--- config.mk ---
export PLATFORM = sky130hd
export DESIGN_NAME = irbm_modulator
export DESIGN_NICKNAME = d
export VERILOG_FILES = /design/src/irbm_pkg.sv /design/src/irbm_lockup_guard.sv /design/src/irbm_modulator.sv
export SDC_FILE = /design/constraint.sdc
export NUM_CORES = 1
export LEC_CHECK = 0
export ABC_AREA = 1
export BUFFER_PORTS_ARGS = -buffer_cell sky130_fd_sc_hd__buf_2
export CORE_MARGIN = 5
export CORE_UTILIZATION = 28
export CTS_BUF_LIST = sky130_fd_sc_hd__clkbuf_2
export DETAILED_ROUTE_END_ITERATION = 10
export HOLD_SLACK_MARGIN = 0.02
export SYNTH_ARGS = -nofsm -noshare
export SYNTH_HDL_FRONTEND = slang
export SYNTH_SLANG_ARGS = --single-unit
--- constraint.sdc ---
create_clock -name clk_sys -period 1.9 [get_ports clk_sys]
set_input_delay 0.19 -clock clk_sys [delete_from_list [all_inputs] [get_ports clk_sys]]
set_output_delay 0.19 -clock clk_sys [all_outputs]
set_load 0.02 [all_outputs]
--- src/irbm_pkg.sv ---
// Shared constants and types for the IR burst modulator and lockup guard
package irbm_pkg;
    localparam int         IRBM_TIME_W       = 8;
    localparam int         IRBM_COUNT_W      = 10;
    localparam int         IRBM_COUNT_LO_W   = 8;
    localparam int         IRBM_COUNT_HI_W   = 2;
    localparam int         IRBM_PHASE_EXTRA  = 2;
    localparam int         IRBM_GUARD_STAGES = 17;
    localparam int         IRBM_GUARD_DIV    = 30;
    localparam logic [7:0] IRBM_DONE_VECTOR  = 8'h05;
    localparam logic [9:0] IRBM_TIMER_RESET  = 10'h000;
    localparam logic [1:0] IRBM_CARRIER_INIT = 2'h0;

    typedef enum logic [1:0] {
        IRBM_IDLE,
        IRBM_ON,
        IRBM_OFF
    } irbm_state_type;

    // Control bits written by the core
    typedef struct packed {
        logic continuousBit;
        logic longPulseBit;
        logic carrierBit;
    } irbm_mode_type;
endpackage

--- src/irbm_lockup_guard.sv ---
// Lockup guard counter: divided clock, reload, stop hold, overflow reset
`timescale 1ns/1ps
module irbm_lockup_guard
    import irbm_pkg::*;
#(
    parameter int DIV    = IRBM_GUARD_DIV,
    parameter int STAGES = IRBM_GUARD_STAGES
) (
    input  wire logic clk_sys,
    input  wire logic reset,
    input  wire logic watchdogReloadBit,
    input  wire logic stopMode,
    output logic      guardReset
);
    logic [5:0]        divCount_q, divCount_d;
    logic [STAGES-1:0] guardCount_q, guardCount_d;
    logic              guardReset_q, guardReset_d;
    logic              tick;

    assign tick = (divCount_q == 6'(DIV - 1));

    always_comb begin
        divCount_d   = divCount_q;
        guardCount_d = guardCount_q;
        guardReset_d = 1'b0;
        if (watchdogReloadBit) begin
            guardCount_d = '0;
            divCount_d   = '0;
        end else if (!stopMode) begin
            divCount_d = tick ? 6'h00 : divCount_q + 6'h01;
            if (tick) begin
                guardCount_d = guardCount_q + 1'b1;
                guardReset_d = &guardCount_q;
            end
        end
    end

    always_ff @(posedge clk_sys) begin
        if (reset) begin
            divCount_q   <= '0;
            guardCount_q <= '0;
            guardReset_q <= 1'b0;
        end else begin
            divCount_q   <= divCount_d;
            guardCount_q <= guardCount_d;
            guardReset_q <= guardReset_d;
        end
    end

    assign guardReset = guardReset_q;

    a_guard_stop_hold: assert property (
        @(posedge clk_sys) disable iff (reset)
        stopMode && !watchdogReloadBit |=> $stable(guardCount_q))
        else $error("guard count moved in stop");
    a_guard_reload_clear: assert property (
        @(posedge clk_sys) disable iff (reset)
        watchdogReloadBit |=> guardCount_q == '0)
        else $error("reload did not clear guard");
    a_guard_tick_step: assert property (
        @(posedge clk_sys) disable iff (reset)
        !watchdogReloadBit && !stopMode && tick |=> guardCount_q == $past(guardCount_q) + 1'b1)
        else $error("guard count failed to step");
    a_guard_overflow_reset: assert property (
        @(posedge clk_sys) disable iff (reset)
        guardReset |-> guardCount_q == '0 && $past(tick) && $past(&guardCount_q))
        else $error("guard reset without overflow");
endmodule

--- src/irbm_modulator.sv ---
// IR burst modulator with done interrupt and lockup guard
`timescale 1ns/1ps

// How it works
// - A burst starts only when the pulse count is written.
// - Burst start drives output low and loads the on-time into the timer.
// - Timer end in on phase releases output and decrements remaining count.
// - Pulses left: load off-time, count down, then restart on phase.
// - Count reaching zero raises the modulator-done interrupt request.
// - Rewriting only the count restarts a burst with stored timings.
// - Done request clears on count write or interrupt-clear bit write.
// - The done interrupt has its own vector address.
// - Lockup guard: seventeen stage counter clocked at oscillator over thirty.
// - Writing the reload bit clears the guard counter; nothing is stored.
// - Guard starts at zero after reset and steps every thirty cycles.
// - Guard overflow resets the whole device.
// - Idle mode keeps the guard counting.
// - Stop mode freezes the guard and keeps its count.
// - Each on and off phase lasts stored value plus two cycles.
// - Pulse count is ten bits, low eight and high two; never zero.
// - Continuous mode ignores the count and runs on and off forever.
// - Long pulse skips off phases; carrier chops on phases at quarter rate.
module irbm_modulator
    import irbm_pkg::*;
#(
    parameter int TIME_W       = IRBM_TIME_W,
    parameter int COUNT_W      = IRBM_COUNT_W,
    parameter int GUARD_STAGES = IRBM_GUARD_STAGES
) (
    input  wire logic                       clk_sys,
    input  wire logic                       reset,
    input  wire logic [TIME_W-1:0]          onTime,
    input  wire logic [TIME_W-1:0]          offTime,
    input  wire logic [IRBM_COUNT_LO_W-1:0] pulseCountLow,
    input  wire logic [IRBM_COUNT_HI_W-1:0] pulseCountHigh,
    input  wire logic                       pulseCountWrite,
    input  wire irbm_mode_type              mode,
    input  wire logic                       interruptClearBit,
    input  wire logic                       watchdogReloadBit,
    input  wire logic                       stopMode,
    output logic                            pulseOut_n,
    output logic                            modDoneIrq,
    output logic [7:0]                      modDoneVector,
    output logic                            guardReset
);
    irbm_state_type     state_q, state_d;
    logic [TIME_W:0]    timer_q, timer_d;
    logic [COUNT_W-1:0] remain_q, remain_d;
    logic               irq_q, irq_d;
    logic [1:0]         carrier_q, carrier_d;
    logic               outLow_q, outLow_d;
    logic               timerDone;
    logic               lastPulse;

    // Phase length minus one, so a value of v gives v+2 cycles
    function automatic logic [TIME_W:0] phaseLoad(input logic [TIME_W-1:0] v);
        phaseLoad = {1'b0, v} + (TIME_W+1)'(IRBM_PHASE_EXTRA - 1);
    endfunction

    assign timerDone = (timer_q == '0);
    assign lastPulse = (remain_q == COUNT_W'(1)) && !mode.continuousBit;

    always_comb begin
        state_d   = state_q;
        timer_d   = timer_q;
        remain_d  = remain_q;
        irq_d     = irq_q;
        carrier_d = carrier_q + 2'h1;
        if (interruptClearBit) begin
            irq_d = 1'b0;
        end
        if (pulseCountWrite) begin
            remain_d  = {pulseCountHigh, pulseCountLow};
            timer_d   = phaseLoad(onTime);
            state_d   = IRBM_ON;
            irq_d     = 1'b0;
            carrier_d = IRBM_CARRIER_INIT;
        end else begin
            unique case (state_q)
                IRBM_IDLE: begin
                    timer_d = '0;
                end
                IRBM_ON: begin
                    if (!timerDone) begin
                        timer_d = timer_q - 1'b1;
                    end else begin
                        if (!mode.continuousBit) begin
                            remain_d = remain_q - 1'b1;
                        end
                        if (lastPulse) begin
                            state_d = IRBM_IDLE;
                            irq_d   = 1'b1;
                        end else if (mode.longPulseBit) begin
                            timer_d = phaseLoad(onTime);
                        end else begin
                            timer_d = phaseLoad(offTime);
                            state_d = IRBM_OFF;
                        end
                    end
                end
                IRBM_OFF: begin
                    if (!timerDone) begin
                        timer_d = timer_q - 1'b1;
                    end else begin
                        timer_d   = phaseLoad(onTime);
                        state_d   = IRBM_ON;
                        carrier_d = IRBM_CARRIER_INIT;
                    end
                end
            endcase
        end
        // Output low when on phase active, chopped by carrier
        outLow_d = (state_d == IRBM_ON) &&
                   (!mode.carrierBit || !carrier_d[1]);
    end

    always_ff @(posedge clk_sys) begin
        if (reset || guardReset) begin
            state_q   <= IRBM_IDLE;
            timer_q   <= '0;
            remain_q  <= IRBM_TIMER_RESET;
            irq_q     <= 1'b0;
            carrier_q <= IRBM_CARRIER_INIT;
            outLow_q  <= 1'b0;
        end else begin
            state_q   <= state_d;
            timer_q   <= timer_d;
            remain_q  <= remain_d;
            irq_q     <= irq_d;
            carrier_q <= carrier_d;
            outLow_q  <= outLow_d;
        end
    end

    assign pulseOut_n    = !outLow_q;
    assign modDoneIrq    = irq_q;
    assign modDoneVector = IRBM_DONE_VECTOR;

    irbm_lockup_guard #(.DIV(IRBM_GUARD_DIV), .STAGES(GUARD_STAGES)) u_guard (
        .clk_sys           (clk_sys),
        .reset             (reset),
        .watchdogReloadBit (watchdogReloadBit),
        .stopMode          (stopMode),
        .guardReset        (guardReset)
    );

    // Burst sequencing checks
    a_start_drives_low: assert property (
        @(posedge clk_sys) disable iff (reset || guardReset)
        pulseCountWrite && !mode.carrierBit |=> !pulseOut_n)
        else $error("burst did not start on count write");

    a_idle_holds: assert property (
        @(posedge clk_sys) disable iff (reset || guardReset)
        state_q == IRBM_IDLE && !pulseCountWrite |=> state_q == IRBM_IDLE)
        else $error("burst started without count write");

    a_idle_output_high: assert property (
        @(posedge clk_sys) disable iff (reset || guardReset)
        state_q == IRBM_IDLE |-> pulseOut_n)
        else $error("output low while idle");

    a_write_loads_count: assert property (
        @(posedge clk_sys) disable iff (reset || guardReset)
        pulseCountWrite |=> remain_q == $past({pulseCountHigh, pulseCountLow}))
        else $error("count write not captured");

    a_on_phase_length: assert property (
        @(posedge clk_sys) disable iff (reset || guardReset)
        pulseCountWrite && onTime == 8'h01 && !mode.carrierBit && !mode.longPulseBit
        ##1 !pulseCountWrite [*3]
        |-> $past(!pulseOut_n, 2) && $past(!pulseOut_n) && !pulseOut_n ##1 pulseOut_n)
        else $error("on phase not value plus two");

    a_count_decrement: assert property (
        @(posedge clk_sys) disable iff (reset || guardReset)
        state_q == IRBM_ON && timerDone && !mode.continuousBit && !pulseCountWrite
        |=> remain_q == $past(remain_q) - 1'b1)
        else $error("remaining count not decremented");

    a_off_entry: assert property (
        @(posedge clk_sys) disable iff (reset || guardReset)
        state_q == IRBM_ON && timerDone && !lastPulse && !mode.longPulseBit && !pulseCountWrite
        |=> state_q == IRBM_OFF && pulseOut_n && timer_q == phaseLoad($past(offTime)))
        else $error("on phase end did not load off-time");

    a_off_reloads_on: assert property (
        @(posedge clk_sys) disable iff (reset || guardReset)
        state_q == IRBM_OFF && timerDone && !pulseCountWrite
        |=> state_q == IRBM_ON && timer_q == phaseLoad($past(onTime)))
        else $error("off phase end did not reload on-time");

    a_done_sets_irq: assert property (
        @(posedge clk_sys) disable iff (reset || guardReset)
        state_q == IRBM_ON && timerDone && lastPulse && !pulseCountWrite |=> modDoneIrq)
        else $error("done irq missing at burst end");

    a_irq_sticky: assert property (
        @(posedge clk_sys) disable iff (reset || guardReset)
        modDoneIrq && !pulseCountWrite && !interruptClearBit |=> modDoneIrq)
        else $error("done irq dropped without clear");

    a_irq_clear: assert property (
        @(posedge clk_sys) disable iff (reset || guardReset)
        pulseCountWrite || (interruptClearBit && !(state_q == IRBM_ON && timerDone && lastPulse))
        |=> !modDoneIrq)
        else $error("done irq not cleared");

    a_continuous_endless: assert property (
        @(posedge clk_sys) disable iff (reset || guardReset)
        mode.continuousBit && state_q != IRBM_IDLE && !pulseCountWrite |=> state_q != IRBM_IDLE)
        else $error("continuous train stopped");

    a_long_repeats_on: assert property (
        @(posedge clk_sys) disable iff (reset || guardReset)
        state_q == IRBM_ON && timerDone && !lastPulse && mode.longPulseBit && !pulseCountWrite
        |=> state_q == IRBM_ON && timer_q == phaseLoad($past(onTime)))
        else $error("long pulse did not extend on phase");

    a_carrier_chop: assert property (
        @(posedge clk_sys) disable iff (reset || guardReset)
        state_q == IRBM_ON |-> pulseOut_n == ($past(mode.carrierBit) && carrier_q[1]))
        else $error("carrier chopping wrong in on phase");
endmodule

# Word level (Yosys, flattened, before mapping)
# Cells that the tools add are included.
[word_totals]
register_bits = 49
output_inout_bits = 11
word_cells = 68
[classes]
n_addsub = 7
n_eq_ne = 7
muxes = 24
bitwise_logic = 2
n_reduce_logical = 18
[op_table]
columns = ["operator", "count"]
rows = [
  ["9-bit two-way mux", 5],
  ["10-bit two-way mux", 4],
  ["9-bit one-hot mux with 3 select lines", 1],
  ["8-bit by 1-bit adder with 9-bit output, second input constant", 2],
  ["17-bit by 1-bit adder with 17-bit output, second input constant", 1],
  ["17-bit AND reduction", 1],
  ["2-bit two-way mux", 8],
  ["10-bit by 1-bit equality test with 1-bit output, second input constant", 1],
  ["10-bit by 1-bit subtractor with 10-bit output, second input constant", 1],
  ["9-bit zero test", 1],
  ["9-bit by 1-bit subtractor with 9-bit output, second input constant", 1],
  ["6-bit by 1-bit adder with 6-bit output, second input constant", 1],
  ["6-bit by 5-bit equality test with 1-bit output, second input constant", 1],
  ["6-bit two-way mux", 1],
  ["2-bit by 1-bit equality test with 1-bit output, second input constant", 2],
  ["1-bit zero test", 4],
  ["1-bit two-way mux", 4],
  ["4-bit != test, second input constant", 1],
  ["2-bit one-hot mux with 2 select lines", 1],
  ["2-bit nonzero test", 2],
  ["2-bit OR reduction", 2],
  ["4-bit OR reduction", 1],
  ["3-bit AND reduction", 1],
  ["2-bit by 1-bit adder with 2-bit output, second input constant", 1],
  ["other kinds (7)", 10],
]

# Depth between registers and ports, before layout
[depth]
ltp_word = 8
mapped_depth = 13
ltp_nobuf = 13

# Cells and area by module
# From an unflattened synthesis, not the netlist that was laid out.
[unflattened]
hier_cells = 550
area_unflattened_um2 = 3432.0
[by_module_without_submodules]
columns = ["module", "instances", "cells_per_inst", "area_per_inst_um2"]
rows = [
  ["irbm_modulator", 1, 374, 2225.9],
  ["irbm_lockup_guard", 1, 176, 1206.2],
]

# Worst setup path after synthesis
# Ideal clock, no wire load.
[synth_timing]
path_type = "reg2reg"
startpoint = "register timer_q[0]"
endpoint = "register timer_q[1]"
setup_time_ns = 0.118
t_arrival_ns = 1.506
t_required_ns = 1.782
path_slack_ns = 0.276
path_stages_with_launch = 10
path_cell_list = "dfxtp_1 -> inv_1 -> ha_1 -> nand3_4 -> nor3_4 -> nand2_1 -> o21ai_0 -> nor2_1 -> nor2_1 -> nor2_1"
[synth_via]
elab_chain_len = 4
[synth_rtl]
columns = ["element", "line_no", "rtl"]
rows = [
  ["from (decl)", "irbm_modulator.sv:47", "logic [TIME_W:0] timer_q, timer_d;"],
  ["from (signal assigned)", "irbm_modulator.sv:127", "timer_q <= timer_d;"],
  ["9-bit by 1-bit subtractor with 9-bit output / 9-bit zero test (equally long branches)", "irbm_modulator.sv:85, irbm_modulator.sv:103, irbm_modulator.sv:60", ""],
  ["9-bit two-way mux (on tied branches)", "irbm_modulator.sv:102, irbm_modulator.sv:84", ""],
  ["9-bit one-hot mux with 3 select lines", "irbm_modulator.sv:79", "unique case (state_q)"],
  ["9-bit two-way mux", "irbm_modulator.sv:72", "if (pulseCountWrite) begin"],
]
# Parallel ways exist; a longest one is shown, timed or not.
# A chain may end at the register's enable or synchronous reset.

# Worst setup path after layout
[layout_timing]
startpoint = "register timer_q[1]"
endpoint = "register timer_q[0]"
[layout_via]
elab_chain_len = 4
[layout_rtl]
columns = ["element", "line_no", "rtl"]
rows = [
  ["9-bit zero test (*)", "irbm_modulator.sv:60", "assign timerDone = (timer_q == '0);"],
  ["9-bit two-way mux (on tied branches)", "irbm_modulator.sv:102, irbm_modulator.sv:84", ""],
  ["9-bit one-hot mux with 3 select lines", "irbm_modulator.sv:79", ""],
  ["9-bit two-way mux", "irbm_modulator.sv:72", ""],
]
# Every way passes the cells marked *; elsewhere a longest branch is shown, timed or not.

==> flow_summary_export.csv <==
group,metric,value,unit
cells_and_area,final_cell_area,3760,µm²
global_route,antenna_found_initial,0,
timing,rsz0062_at_grt,"true",
detailed_routing,wl_per_cell,11.6,µm
detailed_routing,ant_nets,0,
logic_synthesis,synth.area.mux_share,0,%
setup_path,rrSetupSlack,0.14,ns
cells_and_area,drive_above_1_share,13.5,%
cells_and_area,multiInputGateArea,1940,µm²
setup_path,startpoint_type,"register",
logic_synthesis,yosysSeqAreaShare,30.0,%
cells_and_area,antenna_cells,0,
place,placed_area,3640,µm²
detailed_routing,drt_wl_total,8.37,mm
floorplanning,start_util,28.6,%
logic_synthesis,syn-instance-count,524,
clocking,cts_buffers,5,
power,leakagePower,1.69,nW
power,vdd_drop_max,0.000253,V
logic_synthesis,mappedNetlistArea,3270,µm²
global_route,grt_max_degree,19,
setup_path,path_class,"reg2reg",
timing,maxSlewViolCount,0,
global_route,grt_pass1_wl,14.1,mm
floorplanning,rows,39,
clocking,cts_buffer_depth,2,
floorplanning,die-area,13900,µm²
global_route,grt_overflow,0,
cells_and_area,regArea,981,µm²
cells_and_area,fin_nets,622,
timing,fmax,0.569,GHz
outcome,status,"finished, final reports clean",
logic_synthesis,syn_area_per_cell,6.24,µm²
floorplanning,dieWidth,118,µm
detailed_routing,initialDrtViolationCount,182,
power,finalPower,2.13,mW
logic_synthesis,ys.flop_type,"dfxtp_1",
floorplanning,design.core.area,11400,µm²
timing,maxSlewHeadroom,62.0,%
clocking,htree_levels,2,
detailed_routing,first_pass_iters,5,
detailed_routing,dr_total_vias,3400,
setup_path,critPathArrivalTime,2.11,ns
place,dp.final_hpwl,6.64,mm
logic_synthesis,synth_cell_types,36,
detailed_routing,via_per_inst,4.72,
logic_synthesis,yosys.area_share.simple,37.1,%
setup_path,cp-end-kind,"register",
clocking,clk_latency,0.44,ns
timing,worst_pin_slew,0.566,ns
logic_synthesis,synthArstFlopShare,0,%
power,power_per_cell_area,565,nW/µm²
cells_and_area,area_delta_synth_final,15.2,%
logic_synthesis,synth_compound_area_share,14.3,%
timing,hold_violations,0,
logic_synthesis,synth_top_family_by_area,"simple AND/OR/NAND/NOR gates",
timing,period_share,92.5,%
min_path,worstHoldPathType,"in2reg",
detailed_routing,drc,0,
timing,setup_viol,0,
timing,fin_skew,0.0217,ns
clocking,cts_tree,"built",
clocking,clk_pin_slew,0.29,ns
logic_synthesis,synth-edff-count,0,
flow_run,drv_cap,0,
logic_synthesis,synth_xor_area_share,2.41,%
place,gp_congestion,0.942,
cells_and_area,nFillCells,1285,
logic_synthesis,ys_seq_elements,49,
floorplanning,die_y,118,µm
setup_path,critPathMaxFanout,5,
floorplanning,io_pins,46,
clocking,root_buffer,"clkbuf_2",
setup_path,critPathRequiredTime,2.26,ns
logic_synthesis,yosys_warnings,0,
global_route,grt_pass1_vias,3114,
clocking,cts_sinks,49,
timing,finalCriticalPeriod,1.76,ns
place,io_buffer_count,37,
global_route,grt_usage,11.7,%
logic_synthesis,synth_adder_area_share,4.21,%
[worst paths after layout]
check,startpoint,end,depth (start not counted)
worst max-delay path,timer_q[1]$_SDFFE_PP0P_,timer_q[0]$_SDFFE_PP0P_,9
worst min-delay path,pulseCountHigh[1],remain_q[9]$_SDFFE_PP0P_,5
worst max register to register,timer_q[1]$_SDFFE_PP0P_,timer_q[0]$_SDFFE_PP0P_,9
worst min register to register,carrier_q[0]$_SDFF_PP0_,carrier_q[0]$_SDFF_PP0_,1
[state kept, by name, indices dropped and copies added (netlist names)]
signal and flops:
carrier_q 2, modDoneIrq 1, outLow_q 1, remain_q 10, state_q 2, timer_q 9
u_guard.divCount_q 6, u_guard.guardCount_q 17, u_guard.guardReset 1
[Yosys cell counts, types with 5 or more instances]
library cell / number / area share, %
nand2_1: 107 / 12
nor2_1: 76 / 8.7
inv_1: 69 / 7.9
nand3_1: 51 / 7.8
dfxtp_1: 49 / 30
o21ai_0: 44 / 6.7
a21oi_1: 34 / 5.2
nor3_1: 12 / 1.8
ha_1: 11 / 4.2
buf_4: 10 / 2.3
nand4_1: 9 / 1.7
clkbuf_1: 6 / 0.69
xor2_1: 5 / 1.3
[through the flow]
step	hold slack, ns	setup TNS (ns)	worst slack (ns)	cells	utilization (%)
6_report	0.0524	0	0.143	720	33.0
5_1_grt	0.0308	-0.0618	-0.0275	720	33.0
4_1_cts	0.0290	0	0.0183	718	32.7
3_5_place_dp	0.427	0	0.0554	706	31.9
3_3_place_gp	0.418	0	0.0962	706	31.9
2_1_floorplan	0.363	0	0.276	530	-
[critical path, stage by stage (launching register included)]
cell     delay [ns]
dfxtp_1        0.40
inv_1          0.06
ha_1           0.22
nand3_4        0.12
nor3_4         0.24
nand2_1        0.16
nor3_1         0.26
nor2_1         0.07
nor2_1         0.13
nor2_1         0.05
[repair_timing]
action,CTS,global route
hold endpoints to repair,4,0
resized for setup,0,4
hold buffers,4,0
endpoints found under the setup margin,0,17
setup buffers,0,2
[layer usage]
| metal | vias up | wire [µm] | global-route usage, % |
|---|---|---|---|
| met5 | - | 0 | 0 |
| met4 | 0 | 116 | 3.08 |
| met3 | 10 | 588 | 2.93 |
| met2 | 94 | 3750 | 19.4 |
| met1 | 1512 | 3920 | 15.3 |
| li1 | 1784 | - | - |
[cell families after synthesis]
kind of cell / Yosys count
compound gates: 89
other cells: 2
fa+ha+maj: 11
simple gates: 274
xor+xnor: 9
buf+inv: 90
flops: 49
[cell usage in the layout (no fill, tap or decap), types with 2 or more instances in the layout]
cell             n
a21o_1           2
a21oi_1         34
a31oi_1          2
buf_2           37
buf_4           15
clkbuf_2         5
clkinv_1         2
conb_1           8
dfxtp_1         49
dlygate4sd3_1    4
ha_1            10
inv_1           69
inv_2            2
nand2_1        107
nand2_2          2
nand3_1         51
nand3b_1         2
nand4_1          9
nor2_1          74
nor2_2           4
nor3_1          12
nor3b_1          2
o21ai_0         44
o21bai_1         3
or2_2            4
xnor2_1          4
xor2_1           5
[power by group]
group	internal [mW]	total, mW	leakage [nW]	switching [mW]
Clock	0.110	0.492	0.0355	0.382
Sequential	1.07	1.11	0.400	0.0352
Combinational	0.199	0.529	1.25	0.330
[layout make-up]
type | count | area share, %
inverters | 73 | 7.28
well taps | 143 | 4.75
flip-flops and latches | 49 | 26.1
clock buffers | 5 | 0.665
clock inverters | 3 | 0.764
multi-input cells | 391 | 51.5
repair buffers | 56 | 8.97
Power figures use the tool's default switching activity.
